## src/hdl/ltcr_consts.svh

```systemverilog
// Register indices, field positions, reset values and bus constants
`ifndef LTCR_CONSTS_SVH
`define LTCR_CONSTS_SVH

// Register indices; byte address is four times the index
`define LTCR_IDX_SHAPE_SEL   6'h10
`define LTCR_IDX_SHAPE_DATA  6'h11
`define LTCR_IDX_TRISTATE    6'h12
`define LTCR_IDX_AIS_STATUS  6'h13
`define LTCR_IDX_AIS_IRQ_EN  6'h14
`define LTCR_IDX_AIS_CHANGE  6'h15

// Field widths and positions
`define LTCR_PTR_W           3
`define LTCR_LEN_W           3
`define LTCR_REG_W           8
`define LTCR_IDX_LSB         2
`define LTCR_IDX_MSB         7

// Reset values
`define LTCR_PTR_RST         3'h0
`define LTCR_LEN_RST         3'h0
`define LTCR_TRI_RST         2'h0
`define LTCR_IRQ_EN_RST      4'h0

// Line-length codes
`define LTCR_LEN_E1          3'h0
`define LTCR_LEN_T1_MIN      3'h3

`endif

```

## src/hdl/ltcr_pkg.sv

```systemverilog
// Shared types of the line transceiver control register bank
package ltcr_pkg;

  typedef logic [2:0] ltcr_len_t;
  typedef logic [7:0] ltcr_byte_t;

  // Transmit pulse-shape bands and E1 operation
  typedef enum logic [2:0]
  {
    LTCR_E1       = 3'h0,
    LTCR_RSVD1    = 3'h1,
    LTCR_RSVD2    = 3'h2,
    LTCR_T1_0_133 = 3'h3,
    LTCR_T1_266   = 3'h4,
    LTCR_T1_399   = 3'h5,
    LTCR_T1_533   = 3'h6,
    LTCR_T1_655   = 3'h7
  } ltcr_len_e;

endpackage : ltcr_pkg

```

## src/hdl/ltcr_regs.sv

```systemverilog
// Line transceiver control registers behind an APB slave
//
// Summary of operation
// - Pointer code 0,1 picks channels 0,1; codes 2,3 pick receivers 2,3.
// - Indirect data reads and writes the line length of the pointed unit.
// - Line-length code 000 means E1; codes 011 to 111 mean T1.
// - In T1, codes 011 to 111 pick pulse shape per 133 ft cable band.
// - Line-length readback is inverted by default; a parameter selects it.
// - A set tristate bit puts that transmit driver in high impedance.
// - Alarm status bit is one while that receiver sees an alarm signal.
// - One read of alarm status clears the alarm change flags it saw at setup.
// - Enable bit one lets that receiver's alarm change raise an interrupt.
// - Power-up clears tristate, alarm status and alarm enable registers.
// - Each alarm state change latches a flag until the next clear.
//
// Implementation choice: the APB slave port.
`timescale 1ns/1ps
`include "ltcr_consts.svh"

module ltcr_regs
#(
  parameter int ADDR_W          = 8,
  parameter int NRX             = 4,
  parameter int NTX             = 2,
  parameter bit INVERT_LEN_READ = 1'b1
)
(
  input  wire logic                  clk,
  input  wire logic                  sys_rst,
  input  wire logic                  psel,
  input  wire logic                  penable,
  input  wire logic                  pwrite,
  input  wire logic [ADDR_W-1:0]     paddr,
  input  wire logic [31:0]           pwdata,
  output logic      [31:0]           prdata,
  output logic                       pready,
  output logic                       pslverr,
  input  wire logic [NRX-1:0]        ais_detect,
  output logic      [NTX-1:0]        tx_tristate,
  output logic      [3*NRX-1:0]      line_length_code,
  output logic      [NRX-1:0]        rx_e1_mode,
  output logic      [NRX-1:0]        rx_t1_mode,
  output logic                       irq
);
  import ltcr_pkg::*;

  // Parameters the register layout cannot serve
  // Checked at time zero; a bad value prints an error but does not stop the run
  initial
  begin
    if (ADDR_W < 8 || ADDR_W > 32)
      $error("ltcr_regs: ADDR_W must lie in 8..32");
    if (NRX < 2 || NRX > 4)
      $error("ltcr_regs: NRX must lie in 2..4");
    if (NTX < 1 || NTX > 2 || NTX > NRX)
      $error("ltcr_regs: NTX must lie in 1..2 and not exceed NRX");
    if (NRX > (1 << `LTCR_PTR_W))
      $error("ltcr_regs: NRX exceeds what the pointer field can reach");
    if (NRX > `LTCR_REG_W || NTX > `LTCR_REG_W)
      $error("ltcr_regs: unit counts exceed the register width");
  end

  // Register state; every _q except e1_q is cleared by the synchronous reset.
  // Line-length codes live in one array entry per unit, so the
  // indirect port and the flat output bus read the same storage.
  logic [`LTCR_PTR_W-1:0] ptr_q,     ptr_d;
  ltcr_len_t              len_q      [NRX];
  ltcr_len_t              len_d      [NRX];
  logic [NTX-1:0]         tri_q,     tri_d;
  logic [NRX-1:0]         irq_en_q,  irq_en_d;
  logic [NRX-1:0]         snap_q,    snap_d;
  logic [NRX-1:0]         e1_q,      e1_d;
  logic [NRX-1:0]         t1_q,      t1_d;
  logic                   irq_q,     irq_d;
  logic [31:0]            prdata_q,  prdata_d;
  logic                   pready_q,  pready_d;
  logic                   pslverr_q, pslverr_d;

  // Per-receiver alarm tracking
  // Change flags are sticky; only reset, a status read or a write-one clears
  logic [NRX-1:0]         ais_state;
  logic [NRX-1:0]         change_flags;
  logic [NRX-1:0]         change_clr;

  // Bus decode
  // Setup and access phases see the same paddr, so one decode serves both
  logic [5:0]             idx;
  logic                   upper_zero;
  logic                   hit;
  logic                   setup_ph;
  logic                   access_done;
  logic                   wr_en;
  logic                   rd_done;
  logic                   ptr_valid;
  ltcr_byte_t             rbyte;
  ltcr_len_t              len_sel;

  assign idx         = paddr[`LTCR_IDX_MSB:`LTCR_IDX_LSB];
  assign upper_zero  = ((paddr >> 8) == '0) && (paddr[1:0] == 2'b00);
  assign setup_ph    = psel & ~penable;
  assign access_done = psel & penable & pready_q;
  assign wr_en       = access_done & pwrite & ~pslverr_q;
  assign rd_done     = access_done & ~pwrite & ~pslverr_q;
  assign ptr_valid   = (int'(ptr_q) < NRX);

  // Address hit check for the six mapped words
  // Bits above the word index must be zero, or the access is refused
  always_comb
  begin
    hit = 1'b0;
    if (upper_zero)
    begin
      case (idx)
        `LTCR_IDX_SHAPE_SEL,
        `LTCR_IDX_SHAPE_DATA,
        `LTCR_IDX_TRISTATE,
        `LTCR_IDX_AIS_STATUS,
        `LTCR_IDX_AIS_IRQ_EN,
        `LTCR_IDX_AIS_CHANGE: hit = 1'b1;
        default:              hit = 1'b0;
      endcase
    end
  end

  // Pointed unit's code, zero for reserved pointer codes
  // Zero rather than a wrapped unit, so a bad pointer cannot alias
  always_comb
  begin
    len_sel = '0;
    for (int i = 0; i < NRX; i++)
    begin
      if (ptr_valid && int'(ptr_q) == i)
        len_sel = len_q[i];
    end
  end

  // Read mux; reserved and unused bits read zero
  // Status bits are live state; the change flags carry the history
  always_comb
  begin
    rbyte = '0;
    case (idx)
      `LTCR_IDX_SHAPE_SEL:  rbyte[`LTCR_PTR_W-1:0] = ptr_q;
      `LTCR_IDX_SHAPE_DATA:
      begin
        if (ptr_valid)
          rbyte[`LTCR_LEN_W-1:0] = INVERT_LEN_READ ? ~len_sel
                                                   : len_sel;
      end
      `LTCR_IDX_TRISTATE:   rbyte[NTX-1:0] = tri_q;
      `LTCR_IDX_AIS_STATUS: rbyte[NRX-1:0] = ais_state;
      `LTCR_IDX_AIS_IRQ_EN: rbyte[NRX-1:0] = irq_en_q;
      `LTCR_IDX_AIS_CHANGE: rbyte[NRX-1:0] = change_flags;
      default:              rbyte = '0;
    endcase
  end

  // Bus answer: no wait state, yet data and ready leave flip-flops.
  // The answer is formed at setup, so every transfer takes two cycles
  // and the slave never adds a path from paddr to prdata.
  always_comb
  begin
    pready_d  = setup_ph;
    pslverr_d = setup_ph & ~hit;
    prdata_d  = prdata_q;
    if (setup_ph)
      prdata_d = (hit && !pwrite) ? {24'h00_0000, rbyte} : 32'h0000_0000;
  end

  // Flags seen at setup of a status read; only those get cleared,
  // so an alarm change landing mid-transfer survives to the next read
  always_comb
  begin
    snap_d = snap_q;
    if (setup_ph)
      snap_d = (!pwrite && upper_zero && idx == `LTCR_IDX_AIS_STATUS)
               ? change_flags : '0;
  end

  // Clear paths: status read clears all seen flags, or write one to clear
  // Both sources act only on a completed transfer without error
  always_comb
  begin
    change_clr = '0;
    if (rd_done && idx == `LTCR_IDX_AIS_STATUS)
      change_clr = snap_q;
    else if (wr_en && idx == `LTCR_IDX_AIS_CHANGE)
      change_clr = pwdata[NRX-1:0];
  end

  // Register writes
  // A refused transfer never lands here, since wr_en masks the error
  always_comb
  begin
    ptr_d    = ptr_q;
    tri_d    = tri_q;
    irq_en_d = irq_en_q;
    for (int i = 0; i < NRX; i++)
      len_d[i] = len_q[i];
    if (wr_en)
    begin
      case (idx)
        `LTCR_IDX_SHAPE_SEL:  ptr_d = pwdata[`LTCR_PTR_W-1:0];
        `LTCR_IDX_SHAPE_DATA:
        begin
          // Reserved pointer codes drop the write
          for (int i = 0; i < NRX; i++)
          begin
            if (ptr_valid && int'(ptr_q) == i)
              len_d[i] = pwdata[`LTCR_LEN_W-1:0];
          end
        end
        // Upper bits are expected zero and are not stored
        `LTCR_IDX_TRISTATE:   tri_d    = pwdata[NTX-1:0];
        `LTCR_IDX_AIS_IRQ_EN: irq_en_d = pwdata[NRX-1:0];
        default:              ptr_d    = ptr_q;
      endcase
    end
  end

  // Mode decode per unit and interrupt combine
  // Registered so mode pins never glitch while a code is rewritten
  always_comb
  begin
    for (int i = 0; i < NRX; i++)
    begin
      e1_d[i] = (len_q[i] == `LTCR_LEN_E1);
      // Codes 011..111 each pick a 133 ft band shape; 001/010 are neither
      t1_d[i] = (len_q[i] >= `LTCR_LEN_T1_MIN);
    end
    irq_d = |(change_flags & irq_en_q);
  end

  // Register stage for all state
  // Reset gives E1 mode on every unit, matching the zero code
  always_ff @(posedge clk)
  begin
    if (sys_rst)
    begin
      ptr_q     <= `LTCR_PTR_RST;
      tri_q     <= `LTCR_TRI_RST;
      irq_en_q  <= `LTCR_IRQ_EN_RST;
      snap_q    <= '0;
      e1_q      <= '1;
      t1_q      <= '0;
      irq_q     <= 1'b0;
      prdata_q  <= 32'h0000_0000;
      pready_q  <= 1'b0;
      pslverr_q <= 1'b0;
      for (int i = 0; i < NRX; i++)
        len_q[i] <= `LTCR_LEN_RST;
    end
    else
    begin
      ptr_q     <= ptr_d;
      tri_q     <= tri_d;
      irq_en_q  <= irq_en_d;
      snap_q    <= snap_d;
      e1_q      <= e1_d;
      t1_q      <= t1_d;
      irq_q     <= irq_d;
      prdata_q  <= prdata_d;
      pready_q  <= pready_d;
      pslverr_q <= pslverr_d;
      for (int i = 0; i < NRX; i++)
        len_q[i] <= len_d[i];
    end
  end

  // One alarm tracker per receiver
  // Trackers run every cycle, independent of bus activity
  for (genvar g = 0; g < NRX; g++)
  begin : g_ais
    ltcr_ais_track u_track
    (
      .clk         (clk),
      .sys_rst     (sys_rst),
      .ais_raw     (ais_detect[g]),
      .clr         (change_clr[g]),
      .ais_state_q (ais_state[g]),
      .change_q    (change_flags[g])
    );
  end

  // Line-length codes leave as one flat bus
  // Unit i sits at bits 3i+2 down to 3i
  always_comb
  begin
    line_length_code = '0;
    for (int i = 0; i < NRX; i++)
      line_length_code[3*i +: 3] = len_q[i];
  end

  // Outputs straight from flip-flops
  // No combinational path from the bus reaches a pin
  assign prdata      = prdata_q;
  assign pready      = pready_q;
  assign pslverr     = pslverr_q;
  assign tx_tristate = tri_q;
  assign rx_e1_mode  = e1_q;
  assign rx_t1_mode  = t1_q;
  assign irq         = irq_q;

endmodule : ltcr_regs

```

## src/hdl/ltcr_ais_track.sv

```systemverilog
// Per-receiver alarm state register and sticky change flag
`timescale 1ns/1ps
`include "ltcr_consts.svh"

module ltcr_ais_track
(
  input  wire logic clk,
  input  wire logic sys_rst,
  input  wire logic ais_raw,
  input  wire logic clr,
  output logic      ais_state_q,
  output logic      change_q
);
  import ltcr_pkg::*;

  logic ais_state_d;
  logic change_d;

  // Any edge of the alarm sets the flag; set beats a clear
  always_comb
  begin
    ais_state_d = ais_raw;
    change_d    = (ais_raw != ais_state_q) | (change_q & ~clr);
  end

  // Power-up leaves both clear
  always_ff @(posedge clk)
  begin
    if (sys_rst)
    begin
      ais_state_q <= 1'b0;
      change_q    <= 1'b0;
    end
    else
    begin
      ais_state_q <= ais_state_d;
      change_q    <= change_d;
    end
  end

endmodule : ltcr_ais_track

```

## config.mk

```make
export PLATFORM = sky130hd
export DESIGN_NAME = ltcr_regs
export DESIGN_NICKNAME = d
export VERILOG_FILES = /design/src/hdl/ltcr_pkg.sv /design/src/hdl/ltcr_regs.sv /design/src/hdl/ltcr_ais_track.sv
export VERILOG_INCLUDE_DIRS = /design/src /design/src/hdl
export SDC_FILE = /design/constraint.sdc
export NUM_CORES = 1
export LEC_CHECK = 0
export BUFFER_PORTS_ARGS = -buffer_cell sky130_fd_sc_hd__buf_2
export CORE_MARGIN = 5
export CORE_UTILIZATION = 39
export CTS_BUF_LIST = sky130_fd_sc_hd__clkbuf_4 sky130_fd_sc_hd__clkbuf_8 sky130_fd_sc_hd__clkbuf_16
export DETAILED_ROUTE_END_ITERATION = 12
export PLACE_DENSITY = 0.76
export SLEW_MARGIN = 10
export SYNTH_ARGS = -nofsm -noshare
export SYNTH_HDL_FRONTEND = slang
export SYNTH_SLANG_ARGS = --single-unit
```

## constraint.sdc

```tcl
create_clock -name clk -period 1.8 [get_ports clk]
set_input_delay 0.18 -clock clk [delete_from_list [all_inputs] [get_ports clk]]
set_output_delay 0.18 -clock clk [all_outputs]
set_load 0.005 [all_outputs]
```

# Word level (Yosys, flattened, before mapping)

Memories as Yosys holds them, arrays and structs flattened.
Index checks and enable logic that the tools add are counted.

Eq/ne operators: 13
Mux-type cells: 27
Reductions and logical operators: 21
$lt $le $gt $ge: 5
Bitwise operators: 30

Operators with widths:

| operator                                             | number |
|---|---|
| 2-to-1 mux 3 bit                                     | 13 |
| == test 6 x 5 -> 1 bit (second input constant)       | 6 |
| 2-to-1 mux 12 bit                                    | 2 |
| 2-to-1 mux 4 bit                                     | 4 |
| zero test 3 bit                                      | 5 |
| AND 1 bit                                            | 12 |
| >= comparator 3 x 2 -> 1 bit (second input constant) | 4 |
| one-hot mux 2 bit (6 select lines)                   | 1 |
| logical AND 1 bit                                    | 9 |
| inverter 1 bit                                       | 8 |
| OR 1 bit                                             | 8 |
| == test 3 bit (second input constant)                | 2 |
| AND reduction 2 bit                                  | 3 |
| OR reduction 6 bit                                   | 1 |
| 2-to-1 mux 1 bit                                     | 5 |
| one-hot mux 1 bit (5 select lines)                   | 1 |
| AND 4 bit                                            | 1 |
| inequality test 1 bit                                | 4 |
| OR reduction 4 bit                                   | 1 |
| == test 3 x 2 -> 1 bit (second input constant)       | 1 |
| < comparator 3 bit (second input constant)           | 1 |
| inverter 3 bit                                       | 1 |
| one-hot mux 1 bit (3 select lines)                   | 1 |
| zero test 2 bit                                      | 1 |
| zero test 1 bit                                      | 1 |

RAM bits: 12
Output and inout port bits: 57
Logic and storage cells: 115
Bits in registers: 64
Memories kept: 1

Memories:

| memory | depth | width | rd ports | clocked after memory_dff | write ports | RTL line        | RTL |
|---|---|---|---|---|---|---|---|
| len_q  | 4     | 3     | 4        | 0                        | 4           | ltcr_regs.sv:67 | `ltcr_len_t len_q [NRX];` |

# Longest topological paths before layout

Gate-level depths: netlist of the first run.

Word-level depth: 10
Mapped depth: 6

# Cells and area by module

From an unflattened synthesis of the first run, not the netlist that was laid out.

Cells, all modules: 277
Area, all modules: 2456.1 um^2

Modules (own cells, without submodules):

| module         | cells each | area each (um^2) | times used |
|---|---|---|---|
| ltcr_regs      | 253        | 2190.9           | 1 |
| ltcr_ais_track | 6          | 66.3             | 4 |

# Worst setup path before layout of the first run

Ideal clock, no wire load.

Path kind: register to register
Start: reg pslverr_q (netlist: pslverr)
End: mem len_q[0][0] (netlist name)
Setup time: 0.072 ns
Stages on the path, launching flop included: 7
Path slack: 0.245 ns
Period minus slack after synthesis: 1.555 ns
Arrival time: 1.483 ns
Cells stage by stage: dfxtp_1 and4b_1 clkbuf_1 and4_1 buf_6 nor3b_4 mux2i_1

RTL lines:

| what                   | RTL line         | RTL |
|---|---|---|
| from (decl)            | ltcr_regs.sv:77  | `logic pslverr_q, pslverr_d;` |
| from (signal assigned) | ltcr_regs.sv:264 | `pslverr_q <= pslverr_d;` |
| to (decl)              | ltcr_regs.sv:67  |  |

==> flow_metrics.env, run 1 <==
export IMPL_run_status="complete, no violations"
export IMPL_netlist_area_um2=2420
export IMPL_synth_cell_types=41
export IMPL_floorplan_rows=28
export IMPL_chipHeight_um=88.8
export IMPL_worst_r2r_setup_slack_ps=160
export IMPL_route_antenna_remaining_nets=0
export IMPL_fin_total_pwr_mw=2.14
export IMPL_critical_path_endpoint_type="flop"
export IMPL_achievable_frequency_mhz=609
export IMPL_final_layout_size_suffix_gt1_frac=0.236
export IMPL_fin_crit_sh=0.913
export IMPL_routed_via_count=1999
export IMPL_worstPathRequired_ps=2030
export IMPL_grt_antenna_before_repair=0
export IMPL_synth_area_leader_cell="dfxtp_1"
export IMPL_clk_pin_slew_worst_paths_ps=90
export IMPL_place_hpwl_um=4200
export IMPL_cts_htree_levels=2
export IMPL_clockBufferDepth=2
export IMPL_port_buffers=49
export IMPL_syn_avg_cell_area_um2=9.21
export IMPL_post_drt_via_cell_ratio=5.21
export IMPL_grt_start_max_net_pins=37
export IMPL_drv_cap=0
export IMPL_initial_core_util=0.404
export IMPL_clock_sinks=48
export IMPL_first_global_vias=1825
export IMPL_tritoncts_num_buffers=5
export IMPL_clk_latency_ps=300
export IMPL_critical_path_reg2reg_startpoint="ptr_q[2]$_SDFFE_PP0P_"
export IMPL_place_detailed_instances=377
export IMPL_post_synth_edffs=0
export IMPL_power_per_cell_area_nw_per_um2=774
export IMPL_cp_arrival_ps=1870
export IMPL_postCtsResizedCells=0
export IMPL_synth_warning_count=0
export IMPL_hold_buffers=0
export IMPL_synth_register_bits=48
export IMPL_final_hold_violation_count=0
export IMPL_gpl_congestion=0.804
export IMPL_cts_tree="yes"
export IMPL_yosysSeqAreaShare=0.397
export IMPL_hp_class="primary input to flop"
export IMPL_critical_register_to_register_path_endpoint="len_q[0][2]$_SDFFE_PP0P_"
export IMPL_netlist_instances=263
export IMPL_worst_hold_path_endpoint="g_ais[0].u_track.ais_state_q$_SDFF_PP0_"
export IMPL_drt_first_iter_violations=76
export IMPL_timing_final_max_slew_violations=0
export IMPL_setup_crit_path_kind="flop to flop"
export IMPL_fp_dieArea_um2=7890
export IMPL_wirelength_um=5500
export IMPL_worst_clock_skew_ps=7.04
export IMPL_fin_cells=384
export IMPL_area_growth_syn_to_layout_pct=14.0
export IMPL_die_w_um=88.8
export IMPL_gr_total_overflow=0
export IMPL_postCtsSetupBuffers=0
export IMPL_clock_root_buffer="clkbuf_8"
export IMPL_hold_ws_ps=113
export IMPL_leakagePower_nw=1.20
export IMPL_hold_start="ais_detect[0]"
export IMPL_period_needed_ps=1640
export IMPL_worst_r2r_cell_count=4
export IMPL_timing_setup_tns_ps=0
export IMPL_async_reset_ff_frac=0
export IMPL_grt_pass1_wl_um=8870
export IMPL_ioPinCount=106
export IMPL_worstHoldPathCells=2
export IMPL_slew_headroom=0.614
export IMPL_grt_setup_unrepaired="no"
export IMPL_finalCoreUtilization=0.461
export IMPL_path_max_fanout=5
export IMPL_yosys_area_top_type_share=0.397
export IMPL_synth_ff_type="dfxtp_1"
export IMPL_vdd_drop_max_mv=0.535
export IMPL_wl_per_cell_um=14.3
export IMPL_core_um2=5990
export IMPL_synth_top_cells_by_count="dfxtp_1 (48), buf_4 (28), mux2i_1 (21), nor2_1 (21), a21oi_1 (13)"
export IMPL_synth_most_common_cell="dfxtp_1"
export IMPL_final_nets=358
export IMPL_grt_util_all_layers=0.145
export IMPL_netlist_top_cells_area="dfxtp_1 (40%), buf_4 (8.7%), mux2i_1 (8.7%), nor2_1 (3.3%), nand2b_1 (3.1%)"
export IMPL_crit_path_start_kind="flop"
export IMPL_detail_route_drc_violations=0
export IMPL_antenna_diode_count=0
export IMPL_worst_slew_pin_slew_ps=579
export IMPL_setup_viol=0
export IMPL_detailedRoute_firstPassIterationCount=4
-- registers in the layout, indices dropped and copies added (netlist names) --
name and flops:
g_ais.u_track.ais_state_q 4, rx_t1_mode 4, prdata 4, irq 1
g_ais.u_track.change_q 4, ptr_q 3, snap_q 4, irq_en_q 4
tx_tristate 2, pready 1, rx_e1_mode 4, len_q 12
pslverr 1
-- critical path: stages, from the launching register on --
cell and delay (ps):
dfxtp_1 370, nor4b_4 400, and4_1 300, nor3b_4 290, mux2i_1 210
-- power by group --
part,leakage [nW],switching [mW],internal [mW]
combinational,0.742,0.0998,0.0653
sequential,0.389,0.0134,1.08
clock,0.0642,0.339,0.546
total,1.20,0.452,1.69
-- cell usage in the layout, fill, tap and decap left out, drive strengths merged --
| cell type | instances |
|---|---|
| inv | 6 |
| nand4b | 1 |
| and3b | 3 |
| nor3 | 7 |
| dfxtp | 48 |
| mux4 | 1 |
| bufinv | 2 |
| nor2 | 21 |
| a2bb2oi | 2 |
| and2 | 5 |
| nand2 | 4 |
| nor4b | 1 |
| o2111ai | 2 |
| nor3b | 4 |
| buf | 55 |
| and4 | 2 |
| a22oi | 6 |
| a21oi | 13 |
| a311oi | 1 |
| or4b | 1 |
| nand4 | 9 |
| or2 | 4 |
| nand3 | 7 |
| xnor2 | 4 |
| o22ai | 2 |
| and4b | 1 |
| conb | 28 |
| nor2b | 6 |
| nand3b | 1 |
| mux2 | 2 |
| mux2i | 21 |
| o21ai | 10 |
| o31ai | 3 |
| a211oi | 1 |
| a222oi | 2 |
| a221oi | 6 |
| clkbuf | 5 |
| nand2b | 12 |
-- per-stage QoR --
step	setup slack, ps	area (um2)
3_3_place_gp	227	2630
6_report	157	2760
3_5_place_dp	190	2630
2_1_floorplan	245	2520
5_1_grt	1.22	2760
4_1_cts	160	2760
-- worst max-delay path by stage --
stage / start / end / slack [ps] / cells after the start
floorplan: pslverr$_SDFF_PP0_ / len_q[0][0]$_SDFFE_PP0P_ / 250 / 6
global placement: ptr_q[2]$_SDFFE_PP0P_ / len_q[0][2]$_SDFFE_PP0P_ / 230 / 4
detailed placement: ptr_q[2]$_SDFFE_PP0P_ / len_q[0][0]$_SDFFE_PP0P_ / 190 / 4
CTS: ptr_q[2]$_SDFFE_PP0P_ / len_q[0][0]$_SDFFE_PP0P_ / 160 / 4
global route: ptr_q[1]$_SDFFE_PP0P_ / prdata[0]$_SDFFE_PP0P_ / 1 / 4
finish: ptr_q[2]$_SDFFE_PP0P_ / len_q[0][2]$_SDFFE_PP0P_ / 160 / 4
-- kinds of logic after synthesis --
family	Yosys count	share of synthesized area
and+or+nand+nor	89	0.223
AOI/OAI and AO/OA	48	0.132
xor gates and xnor gates	4	0.0145
muxes	24	0.105
buffers and inverters	49	0.128
DFF	48	0.397
other	1	0.00155
-- per-layer routing --
layer  part of all wire  GRT usage  vias up  wire length (um)
met2               0.46      0.225       77              2510
met5                  0          0        -                 0
li1                   -          -      977                 -
met4              0.017     0.0604        0                91
met3              0.082     0.0410        9               453
met1               0.44      0.189      936              2440
-- area by class of cell --
type	count	area, um2
tap	75	93.8
multi-input combinational	193	1250
inverter	6	22.5
clock inverter	2	60.1
clock buffer	5	68.8
timing repair buffer	55	303
fill	591	3230
sequential	48	961
Note: power is estimated with default switching activity, not from simulation.
==> inputs of run 2 (changes only) <==
--- a/config.mk
+++ b/config.mk
@@ -6,6 +6,8 @@
 export SDC_FILE = /design/constraint.sdc
 export NUM_CORES = 1
 export LEC_CHECK = 0
+export ABC_AREA = 1
+export ABC_CLOCK_PERIOD_IN_PS = 1800
 export BUFFER_PORTS_ARGS = -buffer_cell sky130_fd_sc_hd__buf_2
 export CORE_MARGIN = 5
 export CORE_UTILIZATION = 39
==> run 2 against run 1 <==
Die area is 1.7% higher. Non-clock buffer count is 5 lower. Via count is 10% higher.
==> flow_metrics.env, run 2 <==
export IMPL_run_status="complete, no violations"
export IMPL_clk_pin_slew_worst_paths_ps=80
export IMPL_finalInstanceArea_um2=2780
export IMPL_grt_start_max_net_pins=31
export IMPL_clock_root_buffer="clkbuf_8"
export IMPL_setup_crit_path_kind="flop to flop"
export IMPL_die_w_um=89.6
export IMPL_wl_per_cell_um=11.8
export IMPL_cp_top_family="simple AND/OR/NAND/NOR gates"
export IMPL_setup_viol=0
export IMPL_setup_slack_ps=366
export IMPL_wl_met1_um=2460
export IMPL_timing_setup_tns_ps=0
export IMPL_final_nets=439
export IMPL_drt_first_iter_violations=76
export IMPL_crit_path_start_kind="flop"
export IMPL_grt_util_all_layers=0.146
export IMPL_detail_route_drc_violations=0
export IMPL_worstPathCellList="inv_2 > nand3_1 > nor2_1 > nor3_1 > nand2_1 > nand2_1 > nand2_1 > a21oi_2"
export IMPL_cts_htree_levels=2
export IMPL_port_buffers=49
export IMPL_critical_path_endpoint_type="flop"
export IMPL_synth_most_common_cell="nand2_1"
export IMPL_gpl_congestion=0.883
export IMPL_slew_headroom=0.487
export IMPL_synth_cell_types=29
export IMPL_synth_ff_type="dfxtp_1"
export IMPL_critical_path_most_common_cell="nand2_1"
export IMPL_layout_cells_most_common="nand2_1"
export IMPL_async_reset_ff_frac=0
export IMPL_netlist_instances=340
export IMPL_worst_r2r_setup_slack_ps=370
export IMPL_post_drt_via_cell_ratio=4.71
export IMPL_synth_warning_count=0
export IMPL_cts_tree="yes"
export IMPL_path_max_fanout=6
export IMPL_leakagePower_nw=1.26
export IMPL_netlist_area_um2=2470
export IMPL_place_hpwl_um=4290
export IMPL_worstHoldPathCells=3
export IMPL_chipHeight_um=89.6
export IMPL_grt_pass1_wl_um=9090
export IMPL_dpl_instance_area_um2=2690
export IMPL_finalCoreUtilization=0.446
export IMPL_area_growth_syn_to_layout_pct=12.8
export IMPL_yosysSeqAreaShare=0.389
export IMPL_cp_arrival_ps=1670
export IMPL_critical_register_to_register_path_endpoint="prdata[2]$_SDFFE_PP0P_"
export IMPL_critical_path_n_buffers_inverters=1
export IMPL_slowest_stage="dfxtp_1"
export IMPL_grt_antenna_before_repair=0
export IMPL_achievable_frequency_mhz=697
export IMPL_clock_sinks=48
export IMPL_hold_start="ais_detect[1]"
export IMPL_largest_register_ffs=12
export IMPL_fin_crit_sh=0.797
export IMPL_route_antenna_remaining_nets=0
export IMPL_synth_top_cells_by_count="nand2_1 (51), dfxtp_1 (48), nor2_1 (45), inv_1 (34), a21oi_1 (33)"
export IMPL_wirelength_um=5540
export IMPL_initial_core_util=0.396
export IMPL_clk_latency_ps=310
export IMPL_fp_dieArea_um2=8020
export IMPL_max_stage_delay_ps=490
export IMPL_synth_register_bits=48
export IMPL_n_fill_cell=651
export IMPL_worst_r2r_cell_count=8
export IMPL_top_layer_used="met4"
export IMPL_postCtsSetupBuffers=0
export IMPL_vdd_drop_max_mv=0.358
export IMPL_worst_slew_pin_slew_ps=769
export IMPL_netlist_top_cells_area="dfxtp_1 (39%), buf_4 (8.5%), nand2_1 (7.8%), nor2_1 (6.8%), a21oi_1 (6.7%)"
export IMPL_worst_clock_skew_ps=11.9
export IMPL_yosys_area_top_type_share=0.389
export IMPL_wl_met3_um=381
export IMPL_layout_cells_most_common_list="nand2_1 (51), buf_2 (49), dfxtp_1 (48)"
export IMPL_worstPathRequired_ps=2040
export IMPL_ioPinCount=106
export IMPL_placement_setup_worst_slack_ps=291
export IMPL_post_synth_edffs=0
export IMPL_top_register="len_q"
export IMPL_period_needed_ps=1430
export IMPL_multi_input_area_um2=1230
export IMPL_met2RoutedLength_um=2580
export IMPL_clockBufferDepth=2
export IMPL_detailedRoute_firstPassIterationCount=4
export IMPL_grt_setup_unrepaired="no"
export IMPL_gr_total_overflow=0
export IMPL_critical_path_reg2reg_startpoint="ptr_q[1]$_SDFFE_PP0P_"
export IMPL_power_per_cell_area_nw_per_um2=697
export IMPL_syn_avg_cell_area_um2=7.26
export IMPL_first_global_vias=2056
export IMPL_timing_final_max_slew_violations=0
export IMPL_core_um2=6240
export IMPL_final_layout_size_suffix_gt1_frac=0.210
export IMPL_drv_cap=0
export IMPL_synth_area_leader_cell="dfxtp_1"
export IMPL_postCtsResizedCells=0
export IMPL_hold_buffers=0
export IMPL_final_seq_area_um2=961
export IMPL_floorplan_rows=29
export IMPL_antenna_diode_count=0
export IMPL_hp_class="primary input to flop"
export IMPL_worst_hold_path_endpoint="g_ais[1].u_track.ais_state_q$_SDFF_PP0_"
export IMPL_final_hold_violation_count=0
export IMPL_routed_via_count=2204
export IMPL_tritoncts_num_buffers=5
==> run 2: cell count changes in the layout (fill, tap and decap cells not counted), moves of 6 or more <==
cell	before	now
nand3_1	7	26
inv_2	0	6
nor2_1	21	45
nor2b_1	6	0
inv_1	6	34
o21ai_0	10	27
a221oi_1	6	0
mux2i_1	21	0
nand4_1	9	0
a21oi_1	13	33
nand2_1	4	51
a22oi_1	6	0
nand2b_1	12	0
==> run 2: worst max-delay path by stage <==
| stage | end | from | cells after the start | slack, ps |
|---|---|---|---|---|
| finish | prdata[2]$_SDFFE_PP0P_ | ptr_q[1]$_SDFFE_PP0P_ | 8 | 370 |
| global route | prdata[2]$_SDFFE_PP0P_ | ptr_q[1]$_SDFFE_PP0P_ | 8 | 170 |
| CTS | prdata[2]$_SDFFE_PP0P_ | ptr_q[1]$_SDFFE_PP0P_ | 8 | 390 |
| detailed placement | snap_q[3]$_SDFFE_PP0P_ | sys_rst | 4 | 290 |
| global placement | pslverr$_SDFF_PP0_ | sys_rst | 3 | 340 |
| floorplan | len_q[1][0]$_SDFFE_PP0P_ | pslverr$_SDFF_PP0_ | 6 | 630 |
==> run 2: routing by layer <==
metal  vias to the layer above  global-route usage
li1                       1142                   -
met1                       985               0.186
met2                        64               0.236
met3                        13              0.0313
met4                         0              0.0636
met5                         -                   0
==> run 2: cell families after synthesis <==
group                  synth area share
AO/OA/AOI/OAI                     0.153
buffers and inverters             0.155
XOR/XNOR                         0.0142
AND/OR/NAND/NOR                   0.287
other                           0.00152
flip-flops                        0.389
==> run 2: layout make-up <==
type | count | share of cell area
multi-input cells | 245 | 0.440
flip-flops and latches | 48 | 0.345
well taps | 77 | 0.0346
inverters | 40 | 0.0539
clock inverters | 1 | 0.00270
clock buffers | 7 | 0.0324
repair buffers | 50 | 0.0908
==> run 2: power breakdown <==
group | total, mW | internal (mW) | switching, mW | leakage, nW
Combinational | 0.158 | 0.0508 | 0.107 | 0.818
Clock | 0.683 | 0.328 | 0.355 | 0.0479
Sequential | 1.10 | 1.08 | 0.0175 | 0.390
==> run 2: worst min-delay path, delay by kind of cell <==
family                 cells  cell delay [ps]
buffers and inverters      2              150
and+or+nand+nor            1               30
==> run 2: through the flow <==
step	instances	hold WS, ps	total power, mW
finish	468	101	1.94
global route	468	97.6	2.02
CTS	468	93.8	1.96
detailed placement	460	416	1.28
global placement	460	414	1.28
floorplan	367	287	1.26
==> inputs of run 3 (changes only) <==
--- a/config.mk
+++ b/config.mk
@@ -6,14 +6,14 @@
 export SDC_FILE = /design/constraint.sdc
 export NUM_CORES = 1
 export LEC_CHECK = 0
-export ABC_AREA = 1
-export ABC_CLOCK_PERIOD_IN_PS = 1800
+export ABC_AREA = 0
+export ABC_CLOCK_PERIOD_IN_PS = 1200
 export BUFFER_PORTS_ARGS = -buffer_cell sky130_fd_sc_hd__buf_2
 export CORE_MARGIN = 5
 export CORE_UTILIZATION = 39
 export CTS_BUF_LIST = sky130_fd_sc_hd__clkbuf_4 sky130_fd_sc_hd__clkbuf_8 sky130_fd_sc_hd__clkbuf_16
 export DETAILED_ROUTE_END_ITERATION = 12
-export PLACE_DENSITY = 0.76
+export PLACE_DENSITY = 0.78
 export SLEW_MARGIN = 10
 export SYNTH_ARGS = -nofsm -noshare
 export SYNTH_HDL_FRONTEND = slang
==> constraint.sdc (replaced) <==
create_clock -name clk -period 1.2 [get_ports clk]
set_input_delay 0.12 -clock clk [delete_from_list [all_inputs] [get_ports clk]]
set_output_delay 0.12 -clock clk [all_outputs]
set_load 0.005 [all_outputs]
==> run 3 against run 2 <==
The run now ends with negative setup slack left. Utilization rose by 9.6 points. Register-to-register slack got worse by 670 ps. Setup slack got worse by 670 ps. Final cell count fell by 9.0%. Critical path type unchanged. Largest power group unchanged. Clock skew fell by 2.8 ps. Sequential power rose by 48%. Sequential cell count did not move. Non-clock buffer count rose by 46. Worst hold slack got worse by 45 ps. Critical path depth fell by 1. Maximum frequency fell by 4.8%.
==> flow_metrics.env, run 3 (synthesis gave the netlist of run 1 again) <==
export IMPL_setup_viol=28
export IMPL_wl_per_cell_um=15.0
export IMPL_detailedRoute_firstPassIterationCount=4
export IMPL_critical_path_endpoint_type="flop"
export IMPL_cp_arrival_ps=1670
export IMPL_wirelength_um=6390
export IMPL_clockBufferDepth=2
export IMPL_clock_sinks=48
export IMPL_hold_buffers=0
export IMPL_chipHeight_um=88.8
export IMPL_worstPathRequired_ps=1370
export IMPL_n_fill_cell=546
export IMPL_final_layout_size_suffix_gt1_frac=0.402
export IMPL_grt_antenna_before_repair=0
export IMPL_dpl_instance_area_um2=2890
export IMPL_core_um2=5990
export IMPL_cp_top_family="buffers and inverters"
export IMPL_grt_start_max_net_pins=35
export IMPL_fin_crit_sh=1.26
export IMPL_grt_setup_unrepaired="yes"
export IMPL_place_hpwl_um=4570
export IMPL_fin_cells=426
export IMPL_worstPathCellList="nor4b_4 > buf_4 > nand4_1 > buf_6 > buf_12 > o21ai_2 > a21oi_1"
export IMPL_cts_tree="yes"
export IMPL_p_sw_frac=0.237
export IMPL_finalInstanceArea_um2=3250
export IMPL_achievable_frequency_mhz=664
export IMPL_detail_route_drc_violations=0
export IMPL_path_max_fanout=5
export IMPL_die_w_um=88.8
export IMPL_setup_crit_path_kind="flop to flop"
export IMPL_drv_cap=0
export IMPL_comb_power_share=0.102
export IMPL_cts_htree_levels=2
export IMPL_tritoncts_num_buffers=5
export IMPL_grt_util_all_layers=0.163
export IMPL_sequentialPowerShare=0.550
export IMPL_antenna_diode_count=0
export IMPL_largest_register_ffs=12
export IMPL_violations="negative setup slack"
export IMPL_place_detailed_instances=410
export IMPL_area_growth_syn_to_layout_pct=34.0
export IMPL_drt_first_iter_violations=179
export IMPL_clock_root_buffer="clkbuf_8"
export IMPL_power_per_cell_area_nw_per_um2=913
export IMPL_fp_dieArea_um2=7890
export IMPL_post_drt_via_cell_ratio=5.16
export IMPL_final_hold_violation_count=0
export IMPL_timing_final_max_slew_violations=0
export IMPL_critical_path_n_buffers_inverters=3
export IMPL_layout_cells_most_common="buf_2"
export IMPL_top_register="len_q"
export IMPL_final_nets=399
export IMPL_slew_headroom=0.595
export IMPL_run_status="complete, but fails checks"
export IMPL_hold_ws_ps=56.5
export IMPL_clk_pin_slew_worst_paths_ps=90
export IMPL_p_int_mw=2.26
export IMPL_layout_cells_most_common_list="buf_2 (49), dfxtp_1 (45), buf_4 (39)"
export IMPL_leakagePower_nw=1.43
export IMPL_ioPinCount=106
export IMPL_grt_pass1_wl_um=9980
export IMPL_initial_core_util=0.404
export IMPL_gr_total_overflow=0
export IMPL_gpl_congestion=0.915
export IMPL_clk_latency_ps=300
export IMPL_worst_clock_skew_ps=9.11
export IMPL_crit_path_start_kind="flop"
export IMPL_placement_setup_worst_slack_ps=-314
export IMPL_hp_class="primary input to flop"
export IMPL_slowest_stage="dfxtp_2"
export IMPL_fin_total_pwr_mw=2.96
export IMPL_power_clock_fraction=0.348
export IMPL_period_needed_ps=1510
export IMPL_setup_slack_ps=-307
export IMPL_worst_r2r_setup_slack_ps=-310
export IMPL_routed_via_count=2198
export IMPL_port_buffers=49
export IMPL_route_antenna_remaining_nets=0
export IMPL_floorplan_rows=28
export IMPL_vdd_drop_max_mv=0.519
export IMPL_first_global_vias=2082
export IMPL_power_switching_mw=0.701
export IMPL_max_stage_delay_ps=340
export IMPL_worst_slew_pin_slew_ps=608
## run 3: changes by cell type in the layout (fill, tap and decap cells not counted), sizes merged, moves of 7 or more
cell	change
nand4	+7
nor2	-31
nand3	-22
a21oi	-21
nand2b	+12
nand2	-51
buf	+46
o21ai	-20
inv	-34
mux2i	+21
## run 3: cell type report
class                           instances  area, um2  share of cell area
Inverter                                6       22.5             0.00694
Sequential cell                        48        967               0.298
Timing Repair Buffer                   96        637               0.196
Tap cell                               75       93.8              0.0289
Multi-Input combinational cell        193       1430               0.440
Clock buffer                            8       97.6              0.0301
## run 3: power by group through the flow
stage	logic (mW)	registers, mW	clock network, mW
floorplan	0.224	1.67	0
global placement	0.266	1.67	0
detailed placement	0.274	1.67	0
CTS	0.279	1.63	1.06
global route	0.332	1.63	1.13
finish	0.301	1.63	1.03
## run 3: routing by layer
layer | part of all wire | vias up | wire length [um] | global-route usage
li1 | - | 1063 | - | -
met1 | 0.41 | 1034 | 2650 | 0.212
met2 | 0.48 | 90 | 3060 | 0.262
met3 | 0.092 | 11 | 587 | 0.0391
met4 | 0.015 | 0 | 97 | 0.0604
met5 | 0 | - | 0 | 0
## run 3: through the flow
| stage | setup TNS, ps | util |
|---|---|---|
| detailed placement | -4860 | 0.483 |
| finish | -5480 | 0.542 |
| global placement | -3770 | 0.483 |
| CTS | -4550 | 0.514 |
| floorplan | -2350 | - |
| global route | -7530 | 0.542 |
## run 3: worst paths after layout
kind	startpoint	end	cells past startpoint
worst min register to register	prdata[2]$_SDFFE_PP0P_	prdata[2]$_SDFFE_PP0P_	2
worst max register to register	ptr_q[2]$_SDFFE_PP0P_	len_q[3][2]$_SDFFE_PP0P_	7
worst min-delay path	ais_detect[2]	g_ais[2].u_track.ais_state_q$_SDFF_PP0_	2
worst max-delay path	ptr_q[2]$_SDFFE_PP0P_	len_q[3][2]$_SDFFE_PP0P_	7
## run 3: what timing repair did
action / in CTS / in global routing
buffers inserted: 4 / 5
endpoints found under the setup margin: 28 / 28
resized for setup: 22 / 26
pin swaps: 9 / 18
